**src/hw/dsa_pkg.sv**
```systemverilog
// Constants and state types shared by both ends of the data sync aligner.
// Assumes one 50 MHz clock for the converter end and the data pump end.
package dsa_pkg;
  localparam int WORD_W = 16;
  localparam int ADDR_W = 8;
  localparam int REG_W = 8;
  localparam int NUM_QUAD = 4;

  // Converter-side register offsets and field positions
  localparam logic [7:0] ADDR_PORT_CFG = 8'h00;
  localparam logic [7:0] ADDR_ALIGN_CTRL = 8'h02;
  localparam logic [7:0] ADDR_QUAD_STAT = 8'h15;
  localparam logic [7:0] ADDR_QUAD_CFG = 8'h16;
  localparam int BIT_THREE_WIRE = 7;
  localparam int BIT_ALARM = 0;
  localparam int BIT_UPDATE = 1;
  localparam int BIT_MANUAL = 7;
  localparam int BIT_EXT = 5;
  localparam int FORCED_LO = 3;
  localparam int FORCED_HI = 4;
  localparam int QUAD_LO = 0;
  localparam int QUAD_HI = 1;
  localparam logic [1:0] QUAD_RESET = 2'h0;
  localparam logic [1:0] OPTIMAL_AGE = 2'h2;
  localparam logic [1:0] WARN_AGE = 2'h0;

  // Pump-side user register offsets and field positions
  localparam logic [7:0] ADDR_HOST_CTRL = 8'h00;
  localparam logic [7:0] ADDR_HOST_STAT = 8'h01;
  localparam int HC_MANUAL = 0;
  localparam int HC_EXT = 1;
  localparam int HC_FORCED_LO = 2;
  localparam int HC_FORCED_HI = 3;
  localparam int HC_PORT_DIS = 4;
  localparam int HC_TIE_PINS = 5;
  localparam int HC_THREE_WIRE = 6;
  localparam int HC_UPDATE = 7;
  localparam int HS_ALARM = 0;
  localparam int HS_QUAD_LO = 1;
  localparam int HS_QUAD_HI = 2;
  localparam int HS_PENDING = 3;

  typedef enum logic [1:0] {
    DSA_INIT = 2'b01,
    DSA_LOCKED = 2'b10
  } dsaDevMode_t;

  typedef enum logic [3:0] {
    DSA_POLL_CTRL = 4'b0001,
    DSA_POLL_QUAD = 4'b0010,
    DSA_WR_CTRL = 4'b0100,
    DSA_WR_QUAD = 4'b1000
  } dsaHostMode_t;

  typedef struct packed {
    dsaDevMode_t mode;
    logic [1:0] wrPtr;
    logic [1:0] sampleCnt;
    logic [NUM_QUAD-1:0][WORD_W-1:0] chan;
    logic [1:0] quadrant;
    logic manual;
    logic extEn;
    logic [1:0] forced;
    logic threeWire;
    logic updReq;
    logic alarm;
    logic updPinQ;
    logic [REG_W-1:0] rdata;
    logic [WORD_W-1:0] sampleOut;
    logic sampleValid;
  } dsaDevState_t;

  typedef struct packed {
    dsaHostMode_t mode;
    logic manual;
    logic extEn;
    logic [1:0] forced;
    logic portDis;
    logic tiePins;
    logic threeWire;
    logic updPend;
    logic pendCtrl;
    logic pendQuad;
    logic alarm;
    logic [1:0] quadrant;
    logic [1:0] lastRd;
    logic [REG_W-1:0] busRdata;
    logic [WORD_W-1:0] busWord;
    logic busValid;
    logic [ADDR_W-1:0] regAddr;
    logic [REG_W-1:0] regWdata;
    logic regWr;
    logic regRd;
    logic updPin;
    logic [REG_W-1:0] userRdata;
  } dsaHostState_t;
endpackage : dsa_pkg

```
**src/hw/dsa_link_if.sv**
```systemverilog
// Link between the data pump and the converter aligner.
// Assumes both ends share one clock; the pump resolves the output pin from its enable.
`timescale 1ns/10ps
interface dsa_link_if;
  import dsa_pkg::*;
  logic [WORD_W-1:0] busWord;
  logic busValid;
  logic [ADDR_W-1:0] regAddr;
  logic [REG_W-1:0] regWdata;
  logic regWr;
  logic regRd;
  logic [REG_W-1:0] regRdata;
  logic chipSelN;
  logic portDisablePin;
  logic updatePin;
  logic alarmPinOut;
  logic alarmPinOeN;

  modport device (
    input busWord, busValid, regAddr, regWdata, regWr, regRd, chipSelN,
    input portDisablePin, updatePin,
    output regRdata, alarmPinOut, alarmPinOeN
  );
  modport host (
    output busWord, busValid, regAddr, regWdata, regWr, regRd, chipSelN,
    output portDisablePin, updatePin,
    input regRdata, alarmPinOut, alarmPinOeN
  );
endinterface : dsa_link_if

```
**src/hw/dsa_pump.sv**
```systemverilog
// Data pump end: drives the sample bus and runs the aligner controls,
// either over register accesses or over the two pins with the port off.
// Assumes the same clock as the converter end; user port is a plain port.
`timescale 1ns/10ps
module dsa_pump
  import dsa_pkg::*;
(
  input wire logic clock,
  input wire logic rst_n,
  dsa_link_if.host link,
  input wire logic [WORD_W-1:0] userWord,
  input wire logic userValid,
  input wire logic [ADDR_W-1:0] userAddr,
  input wire logic [REG_W-1:0] userWdata,
  input wire logic userWr,
  input wire logic userRd,
  output logic [REG_W-1:0] userRdata
);
  dsaHostState_t r;
  dsaHostState_t next_r;
  logic pinAlarm;

  always_comb begin
    pinAlarm = ~link.alarmPinOeN & link.alarmPinOut;
    next_r = r;
    next_r.busWord = userWord;
    next_r.busValid = userValid;
    next_r.regWr = 1'b0;
    next_r.regRd = 1'b0;
    // Read data arrive the cycle after the strobe, so tag the read of last cycle
    next_r.lastRd[1] = r.regRd & ~r.portDis & (r.regAddr == ADDR_QUAD_STAT);
    next_r.lastRd[0] = r.regRd & ~r.portDis & (r.regAddr == ADDR_ALIGN_CTRL);
    if (r.portDis) begin
      next_r.alarm = pinAlarm;
      next_r.updPin = r.tiePins ? pinAlarm : r.updPend;
      if (r.updPin && !r.tiePins) begin
        next_r.updPend = 1'b0;
      end
      next_r.mode = DSA_POLL_CTRL;
    end else begin
      next_r.updPin = 1'b0;
      if (r.lastRd[0]) begin
        next_r.alarm = link.regRdata[BIT_ALARM];
      end
      if (r.lastRd[1]) begin
        next_r.quadrant = link.regRdata[QUAD_HI:QUAD_LO];
      end
      // Quadrant config goes first so that an update uses the new value
      if (r.pendQuad) begin
        next_r.mode = DSA_WR_QUAD;
        next_r.pendQuad = 1'b0;
        next_r.regWr = 1'b1;
        next_r.regAddr = ADDR_QUAD_CFG;
        next_r.regWdata = '0;
        next_r.regWdata[BIT_EXT] = r.extEn & r.manual;
        next_r.regWdata[FORCED_HI:FORCED_LO] = r.forced;
      end else if (r.pendCtrl || (r.manual && r.alarm)) begin
        next_r.mode = DSA_WR_CTRL;
        next_r.pendCtrl = 1'b0;
        next_r.regWr = 1'b1;
        next_r.regAddr = ADDR_ALIGN_CTRL;
        next_r.regWdata = '0;
        next_r.regWdata[BIT_MANUAL] = r.manual;
        next_r.regWdata[BIT_UPDATE] = r.updPend | (r.manual & r.alarm);
        next_r.updPend = 1'b0;
        next_r.alarm = 1'b0;
      end else if (r.mode == DSA_WR_CTRL) begin
        // Port mode follows each control write; polling resumes with the control read
        next_r.mode = DSA_POLL_QUAD;
        next_r.regWr = 1'b1;
        next_r.regAddr = ADDR_PORT_CFG;
        next_r.regWdata = '0;
        next_r.regWdata[BIT_THREE_WIRE] = r.threeWire;
      end else if (r.mode == DSA_POLL_CTRL) begin
        next_r.mode = DSA_POLL_QUAD;
        next_r.regRd = 1'b1;
        next_r.regAddr = ADDR_QUAD_STAT;
      end else begin
        next_r.mode = DSA_POLL_CTRL;
        next_r.regRd = 1'b1;
        next_r.regAddr = ADDR_ALIGN_CTRL;
      end
    end
    // A user write lands after the link logic so that a new request is never lost
    if (userWr && userAddr == ADDR_HOST_CTRL) begin
      next_r.manual = userWdata[HC_MANUAL];
      next_r.extEn = userWdata[HC_EXT];
      next_r.forced = userWdata[HC_FORCED_HI:HC_FORCED_LO];
      next_r.portDis = userWdata[HC_PORT_DIS];
      next_r.tiePins = userWdata[HC_TIE_PINS];
      next_r.threeWire = userWdata[HC_THREE_WIRE];
      next_r.updPend = next_r.updPend | userWdata[HC_UPDATE];
      next_r.pendCtrl = 1'b1;
      next_r.pendQuad = 1'b1;
    end
    next_r.userRdata = '0;
    if (userRd && userAddr == ADDR_HOST_CTRL) begin
      next_r.userRdata[HC_MANUAL] = r.manual;
      next_r.userRdata[HC_EXT] = r.extEn;
      next_r.userRdata[HC_FORCED_HI:HC_FORCED_LO] = r.forced;
      next_r.userRdata[HC_PORT_DIS] = r.portDis;
      next_r.userRdata[HC_TIE_PINS] = r.tiePins;
      next_r.userRdata[HC_THREE_WIRE] = r.threeWire;
    end else if (userRd && userAddr == ADDR_HOST_STAT) begin
      next_r.userRdata[HS_ALARM] = r.alarm;
      next_r.userRdata[HS_QUAD_HI:HS_QUAD_LO] = r.quadrant;
      next_r.userRdata[HS_PENDING] = r.updPend;
    end
  end

  always_ff @(posedge clock or negedge rst_n) begin
    if (!rst_n) begin
      r <= '0;
      r.mode <= DSA_POLL_CTRL;
    end else begin
      r <= next_r;
    end
  end

  always_comb begin
    link.busWord = r.busWord;
    link.busValid = r.busValid;
    link.regAddr = r.regAddr;
    link.regWdata = r.regWdata;
    link.regWr = r.regWr & ~r.portDis;
    link.regRd = r.regRd & ~r.portDis;
    link.chipSelN = ~((r.regWr | r.regRd) & ~r.portDis);
    link.portDisablePin = r.portDis;
    link.updatePin = r.updPin;
    userRdata = r.userRdata;
  end
endmodule : dsa_pump

```
**src/flat_wrapper.sv**
```systemverilog
// flat-port wrapper written by rule: the top's interface ports become plain ports
module dsa_pump_flat import dsa_pkg::*;
  (clock, rst_n, userWord, userValid, userAddr, userWdata, userWr, userRd, userRdata, link_busWord, link_busValid, link_regAddr, link_regWdata, link_regWr, link_regRd, link_chipSelN, link_portDisablePin, link_updatePin, link_regRdata, link_alarmPinOut, link_alarmPinOeN);
  dsa_link_if link_i ();
  input wire logic clock;
  input wire logic rst_n;
  input wire logic [WORD_W-1:0] userWord;
  input wire logic userValid;
  input wire logic [ADDR_W-1:0] userAddr;
  input wire logic [REG_W-1:0] userWdata;
  input wire logic userWr;
  input wire logic userRd;
  output logic [REG_W-1:0] userRdata;
  output wire logic [$bits(link_i.busWord)-1:0] link_busWord;
  output wire logic [$bits(link_i.busValid)-1:0] link_busValid;
  output wire logic [$bits(link_i.regAddr)-1:0] link_regAddr;
  output wire logic [$bits(link_i.regWdata)-1:0] link_regWdata;
  output wire logic [$bits(link_i.regWr)-1:0] link_regWr;
  output wire logic [$bits(link_i.regRd)-1:0] link_regRd;
  output wire logic [$bits(link_i.chipSelN)-1:0] link_chipSelN;
  output wire logic [$bits(link_i.portDisablePin)-1:0] link_portDisablePin;
  output wire logic [$bits(link_i.updatePin)-1:0] link_updatePin;
  input wire logic [$bits(link_i.regRdata)-1:0] link_regRdata;
  input wire logic [$bits(link_i.alarmPinOut)-1:0] link_alarmPinOut;
  input wire logic [$bits(link_i.alarmPinOeN)-1:0] link_alarmPinOeN;
  assign link_busWord = link_i.busWord;
  assign link_busValid = link_i.busValid;
  assign link_regAddr = link_i.regAddr;
  assign link_regWdata = link_i.regWdata;
  assign link_regWr = link_i.regWr;
  assign link_regRd = link_i.regRd;
  assign link_chipSelN = link_i.chipSelN;
  assign link_portDisablePin = link_i.portDisablePin;
  assign link_updatePin = link_i.updatePin;
  assign link_i.regRdata = link_regRdata;
  assign link_i.alarmPinOut = link_alarmPinOut;
  assign link_i.alarmPinOeN = link_alarmPinOeN;
  dsa_pump u_core (.clock(clock), .rst_n(rst_n), .link(link_i), .userWord(userWord), .userValid(userValid), .userAddr(userAddr), .userWdata(userWdata), .userWr(userWr), .userRd(userRd), .userRdata(userRdata));
endmodule
```
**config.mk**
```make
export PLATFORM = sky130hd
export DESIGN_NAME = dsa_pump_flat
export DESIGN_NICKNAME = d
export VERILOG_FILES = /design/src/hw/dsa_pkg.sv /design/src/hw/dsa_link_if.sv /design/src/hw/dsa_pump.sv /design/src/flat_wrapper.sv
export SDC_FILE = /design/constraint.sdc
export NUM_CORES = 1
export LEC_CHECK = 0
export ABC_AREA = 0
export BUFFER_PORTS_ARGS = -buffer_cell sky130_fd_sc_hd__buf_2
export CELL_PAD_IN_SITES_DETAIL_PLACEMENT = 0
export CELL_PAD_IN_SITES_GLOBAL_PLACEMENT = 1
export CORE_MARGIN = 2
export CORE_UTILIZATION = 40
export CTS_BUF_LIST = sky130_fd_sc_hd__clkbuf_8
export DETAILED_ROUTE_END_ITERATION = 12
export GPL_TIMING_DRIVEN = 0
export PLACE_DENSITY = 0.93
export SYNTH_ARGS = -nofsm -noshare
export SYNTH_HDL_FRONTEND = slang
export SYNTH_SLANG_ARGS = --single-unit
```
**constraint.sdc**
```tcl
create_clock -name clock -period 4.04 [get_ports clock]
set_input_delay 0 -clock clock [delete_from_list [all_inputs] [get_ports clock]]
set_output_delay 0 -clock clock [all_outputs]
set_load 0.1 [all_outputs]
```
# --- Yosys cells after proc, flatten, opt, wreduce, memory -nomap -nowiden ---
# Index checks and enable logic that the tools add are counted.
totals:
  regBits: 62
  input_bits: 47
  out_inout_bits: 46
  elab_cells: 84
op_classes:
  n_eq_ne: 7
  mux: 29
  bitwise_logic: 14
  reduce_logical: 13
ops:
  columns: ["operator", "count"]
  rows:
  - ["$mux W17", 2]
  - ["$mux W4", 5]
  - ["$mux W2", 6]
  - ["$mux W1", 11]
  - ["$mux W9", 1]
  - ["$and A1 B1 Y1", 8]
  - ["$eq A8 B1 Y1 const B", 1]
  - ["$eq A8 B2 Y1 const B", 1]
  - ["$eq A8 B5 Y1 const B", 1]
  - ["$logic_not A8 Y1", 1]
  - ["$mux W8", 1]
  - ["$mux W3", 2]
  - ["$logic_and A1 B1 Y1", 5]
  - ["$mux W5", 1]
  - ["$eq A4 B1 Y1 const B", 1]
  - ["$eq A4 B3 Y1 const B", 1]
  - ["$ne A2 B2 Y1 const B", 2]
  - ["$reduce_and A2 Y1", 2]
  - ["$not A1 Y1", 3]
  - ["$or A1 B1 Y1", 3]
  - ["$reduce_and A3 Y1", 1]
  - ["$reduce_bool A3 Y1", 1]
  - ["$reduce_bool A2 Y1", 1]
  - ["$logic_not A1 Y1", 1]
  - ["$logic_or A1 B1 Y1", 1]

# --- Logic depth before layout (Yosys ltp) ---
# Gate-level depths: netlist of the first run.
depth:
  word_depth: 7
  depth_mapped: 4
  depth_no_buf: 3

# --- Worst setup path before layout of the first run ---
# Ideal clock, no wire load.
synth_timing:
  kind: "register to output"
  start: "register u_core.r (netlist bit u_core.link.portDisablePin)"
  end: "output link_chipSelN"
  arrival_ns: 3.406
  t_required_ns: 4.040
  path_slack_ns: 0.634
  stages_incl_launch_ff: 4
  path_buffers: 1
  cell_sequence: "dfrtp_1 clkbuf_1 nor2b_1 nor2_1"
synth_via:
  elab_chain_len: 3
synth_rtl:
  columns: ["item", "line", "rtl"]
  rows:
  - ["start: declaration", "dsa_pump.sv:19", "dsaHostState_t r;"]
  - ["start signal: assignment", "dsa_pump.sv:116", "r <= next_r;"]
  - ["$not A1 Y1 (no line)", null, null]
  - ["$and A1 B1 Y1", "dsa_pump.sv:127", "link.chipSelN = ~((r.regWr | r.regRd) & ~r.portDis);"]
  - ["$not A1 Y1", "dsa_pump.sv:127", null]
  - ["end: declaration", "flat_wrapper.sv:20", "output wire logic [$bits(link_i.chipSelN)-1:0] link_chipSelN;"]
# Every way passes these cells.

# --- Worst setup path in the final report of the first run ---
# Ends and elaborated chain as after synthesis.

==> results of run 1 <==
how the worst max path moves through the flow:
stage                               startpoint  slack, ns                 endpoint  depth (start not counted)
floorplan           u_core.link.portDisablePin       0.63            link_chipSelN                          3
global placement                  u_core.r[57]       2.29  u_core.link.regWdata[1]                          4
detailed placement                u_core.r[57]       2.29  u_core.link.regWdata[1]                          4
CTS                 u_core.link.portDisablePin       2.09            link_chipSelN                          5
global route        u_core.link.portDisablePin       1.92            link_chipSelN                          5
finish              u_core.link.portDisablePin       2.14            link_chipSelN                          5
kinds of logic (layout without fill, tap and decap cells):
kind of cell	after synthesis	count (layout)	synth area share
and+or+nand+nor	40	40	0.104
xor gates and xnor gates	1	1	0.00393
DFF	54	54	0.607
other	1	8	0.00168
AOI/OAI and AO/OA	19	19	0.0556
buffers and inverters	48	162	0.148
muxes	16	16	0.0797
report_power, final:
group | leakage (nW) | internal, W | total, W | switching [W]
combinational | 0.926 | 0.000118 | 0.000422 | 0.000304
sequential | 0.682 | 0.000589 | 0.000622 | 0.0000329
clock | 0.0607 | 0.000180 | 0.000343 | 0.000162
registers in the layout (all words and copies together) (netlist names):
name,cells
u_core.r,20
u_core.link.busWord,16
u_core.userRdata,7
u_core.link.regWdata,5
u_core.link.regAddr,3
u_core.link.busValid,1
u_core.link.portDisablePin,1
u_core.link.updatePin,1
cells in the mapped netlist (2+ instances only):
| cell | n |
|---|---|
| clkbuf_1 | 4 |
| nand2_1 | 9 |
| inv_1 | 4 |
| nor3_1 | 3 |
| nand2b_1 | 2 |
| mux2_1 | 5 |
| nor2b_1 | 6 |
| nor3b_1 | 3 |
| mux2i_1 | 5 |
| a21o_1 | 2 |
| nand3_1 | 2 |
| buf_4 | 40 |
| mux2_2 | 5 |
| nor2_1 | 8 |
| dfrtp_1 | 53 |
| a22o_1 | 3 |
| o21ai_0 | 6 |
| a21oi_1 | 2 |
area by class of cell:
class / count / share of cell area
inverters: 4 / 0.00480
multi-input cells: 84 / 0.183
well taps: 72 / 0.0288
plain buffers: 44 / 0.101
flip-flops and latches: 54 / 0.433
clock inverters: 3 / 0.0120
clock buffers: 5 / 0.0220
repair buffers: 106 / 0.216
routing by layer:
| layer | vias up | track usage |
|---|---|---|
| met3 | 8 | 0.0310 |
| met2 | 45 | 0.286 |
| met5 | - | 0 |
| met4 | 0 | 0.0719 |
| li1 | 792 | - |
| met1 | 774 | 0.178 |
worst max-delay path, cell delays in order (launching register included):
cell,delay [ns]
dfrtp_1,0.41
clkbuf_1,0.38
nand2b_1,0.22
inv_1,0.06
nor2_1,0.10
buf_2,0.43
per-stage QoR:
| stage | instance area [um^2] | setup WS (ns) | hold WS (ns) |
|---|---|---|---|
| finish | 3130 | 2.14 | 0.0883 |
| global route | 3130 | 1.92 | 0.129 |
| CTS | 3130 | 2.09 | 0.0818 |
| detailed placement | 2730 | 2.29 | 0.109 |
| global placement | 2730 | 2.29 | 0.107 |
| floorplan | 2250 | 0.634 | -0.296 |
==> key figures, run 1 <==
Run status
  – Status: completed

Floorplanning
  – DIE AREA: about 6000 um^2
  – Die Span X: 78.6 um
  – Cell row count: 27
  – Initial core utilization: 0.410
  – Die Y: between 70 and 80 um
  – Core Region: approximately 5400 um^2
  – Io pins: 93

Pwr
  – Peak VDD IR: about 180 uV
  – Total power: between 0.001 and 0.0015 W
  – Leak pwr: approximately 1.7 nW
  – P per Cell Area: around 440 nW/um^2

Setup path
  – Reg2Reg Setup Slack: between 2 and 2.5 ns
  – RR Startpoint: u_core.r[57]
  – Critical path required time: slightly above 4 ns
  – Crit Path Max Fanout: 10
  – CP endpoint kind: output pin
  – Crit Path Category: reg -> out
  – Reg-to-Reg End: u_core.link.regWdata[1]
  – R2r worst-path depth: 4
  – Crit path DAT: roughly 1.9 ns
  – Crit start category: register

Clock network
  – Number of buffers inserted by hold repair at cts: 29
  – Clock slew at reported path FFs: 0.09 ns
  – H-tree depth: 2
  – Root buf cell: clkbuf_8
  – Cts bufs inserted: 5
  – Clock Latency Late Sink: 0.30 ns
  – Setup Buffers After CTS: 0
  – TritonCTS clock tree: done
  – Cts repair resizes: 0
  – Clock Sinks: 54
  – Clock Path Buffers: 2

Routing
  – Drt first pass iters: 4
  – Via density per instance: about 4.4
  – First DRT Iteration DRCs: 67
  – Top layer in use: met4
  – WL met3: between 200 and 250 um
  – Final wirelength: 4530 um
  – DRT antenna net count: 0
  – Post-DR wirelength/cell: around 12 um
  – DRT met1 WL: roughly 1800 um
  – WL met2: about 2400 um
  – DRC: 0
  – Via count: between 1.5k and 2k

Cells and area
  – Fillers: approximately 440
  – Most frequent cells in the layout: buf_2, dfrtp_1, buf_4
  – Fin nets: ~350
  – Multi-input gate area: approximately 570 um^2
  – Share of post-route cells with drive strength above 1: 0.443
  – Most common cell after layout, fill and taps aside: buf_2
  – Final Non-Filler Cells: about 370
  – Sequential Area: around 1400 um^2
  – Ant. Diodes: 0
  – Final core utilization: 0.575
  – Layout area overhead: 40.3%

Synth
  – Syn. warnings: 0
  – Area leader, netlist: dfrtp_1
  – Main synth FF type: dfrtp_1
  – Post-synth EDFFs: 0
  – Synth top area cells: dfrtp_1, buf_4, mux2_1, mux2_2, mux2i_1
  – Cell count after synthesis: between 150 and 200
  – Register area share after synthesis: 0.607
  – Avg Cell Area, Syn: about 12 um^2
  – Netlist cell types: 35
  – FFs w/ async S/R, synth: 1.00
  – Synth top area share: 0.595
  – #FFs+latches synth: 54
  – Post-Syn Area: around 2200 um^2

STA
  – RSZ-0062 raised after global routing: false
  – Worst-Margin Slew: approximately 1.1 ns
  – Tcrit/Tclk final: 0.470
  – Skew final: approximately 0.006 ns
  – Worst slew margin: 0.237
  – Setup Viol. Count Final: 0
  – Crit path time final: between 1.5 and 2 ns
  – Fin. Hold Viols: 0
  – Max Clk Rate: between 0.5 and 0.6 GHz
  – Max-slew violation count: 0
  – Setup TNS: 0 ns

GRT
  – Initial antenna violation count: 0
  – First-pass GRT wire length: around 7500 um
  – Vias in the first global route: 1673
  – Largest net degree at the start of global routing: 55
  – GRT overflow: 0
  – GRT Total Usage: 0.158

Place
  – Placed Cells: 335
  – Final HPWL DP: approximately 3100 um
  – IO buf count: 77
  – RePlAce Congestion: slightly below 0.8

Hold path
  – Min-Delay Endpoint: u_core.r[56]
  – Hold Path Class: in -> reg
  – Critical hold path startpoint: link_alarmPinOut
  – Hold Path Stages: 4

Flow run
  – Max Cap Violations: 0
(Power assumes the default switching activity.)
==> inputs of run 2 (changes only) <==
--- a/config.mk
+++ b/config.mk
@@ -5,16 +5,16 @@
 export SDC_FILE = /design/constraint.sdc
 export NUM_CORES = 1
 export LEC_CHECK = 0
-export ABC_AREA = 0
+export ABC_AREA = 1
 export BUFFER_PORTS_ARGS = -buffer_cell sky130_fd_sc_hd__buf_2
 export CELL_PAD_IN_SITES_DETAIL_PLACEMENT = 0
 export CELL_PAD_IN_SITES_GLOBAL_PLACEMENT = 1
 export CORE_MARGIN = 2
-export CORE_UTILIZATION = 40
+export CORE_UTILIZATION = 33
 export CTS_BUF_LIST = sky130_fd_sc_hd__clkbuf_8
 export DETAILED_ROUTE_END_ITERATION = 12
 export GPL_TIMING_DRIVEN = 0
-export PLACE_DENSITY = 0.93
+export PLACE_DENSITY = 0.84
 export SYNTH_ARGS = -nofsm -noshare
 export SYNTH_HDL_FRONTEND = slang
 export SYNTH_SLANG_ARGS = --single-unit
==> constraint.sdc (replaced) <==
create_clock -name clock -period 1.54 [get_ports clock]
set_input_delay 0 -clock clock [delete_from_list [all_inputs] [get_ports clock]]
set_output_delay 0 -clock clock [all_outputs]
set_load 0.1 [all_outputs]
==> run 2 against run 1 <==
Via count increased by 16%. Routed wire length is 15% higher. Utilization decreased by 7.6 points. Register-to-register slack got worse by 2.0 ns. Count of clock-buffer cells in the layout increased by 1. Critical path type unchanged. Critical endpoint unchanged. Flip-flop and latch count stayed put. Critical path depth grew 1. Clock skew decreased by 0.00055 ns. Global-route usage down 2.0 points. Area after synthesis up 4.4%. Largest power group unchanged. Die area is 25% higher.
==> key figures, run 2 <==
Cells and area
  – Max FFs per register: 20 (unchanged)
  – Most flops, register: u_core.r
  – Fillers: 628 (+42%)
  – Fin nets: 411 (+19%)
  – Final core utilization: 0.499 (-0.0762)
  – Most common cell after layout, fill and taps aside: buf_2
  – Most frequent cells in the layout: buf_2, dfrtp_1, nand2_1
  – Layout area overhead: 45.6%
  – Share of post-route cells with drive strength above 1: 0.419 (-0.0246)
  – Ant. Diodes: 0 (unchanged)

Synth
  – Most common cell in the synthesized netlist: dfrtp_1
  – Synth top area cells: dfrtp_1, buf_4, nand2_1, nand3_1, nor2_1
  – Post-synth EDFFs: 0 (unchanged)
  – Synth top area share: 0.570 (-0.0253)
  – #FFs+latches synth: 54 (unchanged)
  – Netlist cell types: 22 (-37%)
  – Main synth FF type: dfrtp_1
  – Avg Cell Area, Syn: 9.95 um^2 (-20%)
  – Cell count after synthesis: 234 (+31%)
  – Synth cell count leaders: dfrtp_1, nand2_1, buf_4, nand3_1, nor2_1
  – FFs w/ async S/R, synth: 1.00 (unchanged)
  – Register area share after synthesis: 0.581 (-0.0258)
  – Syn. warnings: 0 (unchanged)
  – Area leader, netlist: dfrtp_1
  – Post-Syn Area: 2330 um^2 (+4.4%)

Setup path
  – Crit Path Category: reg -> out
  – CP endpoint kind: output pin
  – Crit start category: register
  – Crit path DAT: 1.49 ns (-0.41 ns)
  – Critical path required time: 1.54 ns (-2.50 ns)
  – Crit Path Max Fanout: 10 (unchanged)

Run status
  – Status: completed

Routing
  – Post-DR wirelength/cell: 11.3 um (-7.0%)
  – Via density per instance: 4.08 (-6.2%)
  – WL met2: 2580 um (+5.4%)
  – WL met3: 429 um (+110%)
  – DRC: 0 (unchanged)
  – First DRT Iteration DRCs: 41 (-39%)
  – Drt first pass iters: 4 (unchanged)
  – Final wirelength: 5200 um (+15%)
  – Top layer in use: met4
  – DRT met1 WL: 2120 um (+18%)
  – DRT antenna net count: 0 (unchanged)
  – Via count: 1873 (+16%)

Clock network
  – Setup Buffers After CTS: 0 (unchanged)
  – Root buf cell: clkbuf_8
  – Clock Sinks: 54 (unchanged)
  – H-tree depth: 2 (unchanged)
  – Clock Path Buffers: 2 (unchanged)
  – TritonCTS clock tree: done
  – Clock slew at reported path FFs: 0.09 ns (about the same)
  – Cts bufs inserted: 5 (unchanged)
  – Clock Latency Late Sink: 0.30 ns (about the same)

Pwr
  – Total power: 0.00344 W (+150%)
  – P per Cell Area: 1010 nW/um^2 (+130%)
  – Leak pwr: 1.79 nW (+7.4%)
  – Peak VDD IR: 329 uV (+82%)

Floorplanning
  – Core Region: 6790 um^2 (+25%)
  – Die Y: 88.0 um (+12%)
  – DIE AREA: 7740 um^2 (+25%)
  – Die Span X: 88.0 um (+12%)
  – Cell row count: 30 (+11%)
  – Io pins: 93 (unchanged)
  – Initial core utilization: 0.343 (-0.0672)

Place
  – Final HPWL DP: 3490 um (+12%)
  – RePlAce Congestion: 0.784 (-0.20%)
  – IO buf count: 77 (unchanged)

STA
  – Worst slew margin: 0.525 (+0.288)
  – Crit path time final: around 1.5 ns
  – Max Clk Rate: around 0.67 GHz
  – Worst-Margin Slew: 0.713 ns (-0.432 ns)
  – Tcrit/Tclk final: 0.969
  – Final hold slack: 0.0515 ns (-0.0368 ns)
  – Fin. Hold Viols: 0 (unchanged)
  – Setup Viol. Count Final: 0 (unchanged)
  – Max-slew violation count: 0 (unchanged)
  – Skew final: 0.00541 ns (-0.000548 ns)
  – Setup TNS: 0 ns (unchanged)

GRT
  – Vias in the first global route: 1879 (+12%)
  – Initial antenna violation count: 0 (unchanged)
  – First-pass GRT wire length: 8250 um (+9.9%)
  – Largest net degree at the start of global routing: 55 (unchanged)
  – GRT overflow: 0 (unchanged)
  – GRT Total Usage: 0.138 (-0.0203)

Flow run
  – Max Cap Violations: 0 (unchanged)

Hold path
  – Hold Path Class: in -> reg
==> run 2: cell count changes in the layout (fill, tap and decap cells not counted), sizes merged, moves of 3 or more <==
cell and delta:
nand2 +43, nand3 +26, nor2 +20, dlygate4sd3 +10, inv +10, mux2 -10
nor2b -6, mux2i -5, a22o -3, nor3 -3, nor3b -3, o21ai -3
==> run 2: path summary, 6_finish.rpt <==
kind                                             from                          to  slack, ns  cells after the start
setup / recovery           u_core.link.portDisablePin               link_chipSelN       0.05                      6
hold / removal                                 userWr                u_core.r[58]       0.05                      3
setup reg to reg           u_core.link.portDisablePin     u_core.link.regWdata[7]       0.30                      6
hold reg to reg               u_core.link.regWdata[3]     u_core.link.regWdata[3]       0.51                      2
max in group asynchronous                       rst_n  u_core.link.portDisablePin       0.66                      2
min in group asynchronous                       rst_n     u_core.link.busWord[14]       0.34                      2
==> run 2: cells by family (layout without fill, tap and decap cells) <==
family	Yosys count	after routing	share of synthesized area
simple gates	109	109	0.216
buf+inv	60	182	0.173
flops	54	54	0.581
compound gates	9	9	0.0220
other cells	1	8	0.00161
mux	1	1	0.00645
==> run 2: through the flow <==
stage	worst slack, ns	area (um^2)	std cells
detailed placement	0.209	2890	414
global placement	0.216	2890	414
global route	-0.00788	3390	459
floorplan	-0.472	2380	241
CTS	0.0282	3370	459
finish	0.0472	3390	459
==> run 2: timing repair <==
action | in CTS | in global routing
hold buffers | 39 | 0
endpoints found under the setup margin | 3 | 3
hold endpoints to repair | 84 | 0
pin swaps | 0 | 0
gates resized for setup | 4 | 4
==> run 2: power breakdown <==
group	switching, W	internal (W)	total, W
sequential	0.0000798	0.00154	0.00162
clock	0.000416	0.000348	0.000763
combinational	0.000759	0.000296	0.00105
==> run 2: cell type report <==
type,count,area (um^2),area share
plain buffers,43,338,0.0997
clock buffers,6,82.6,0.0244
inverters,17,75.1,0.0222
multi-input cells,127,616,0.182
flip-flops and latches,54,1360,0.400
well taps,96,120,0.0355
repair buffers,116,801,0.236
==> run 2: routing by layer <==
metal / vias up / global-route usage
met5: - / 0
met4: 0 / 0.0462
met3: 8 / 0.0386
met2: 71 / 0.251
met1: 852 / 0.154
li1: 942 / -
==> run 2: critical path, stage by stage (launching register included) <==
cell        delay [ns]
dfrtp_4           0.42
buf_8             0.16
inv_8             0.06
nand2_4           0.08
clkinvlp_4        0.12
nor2_4            0.14
buf_8             0.20
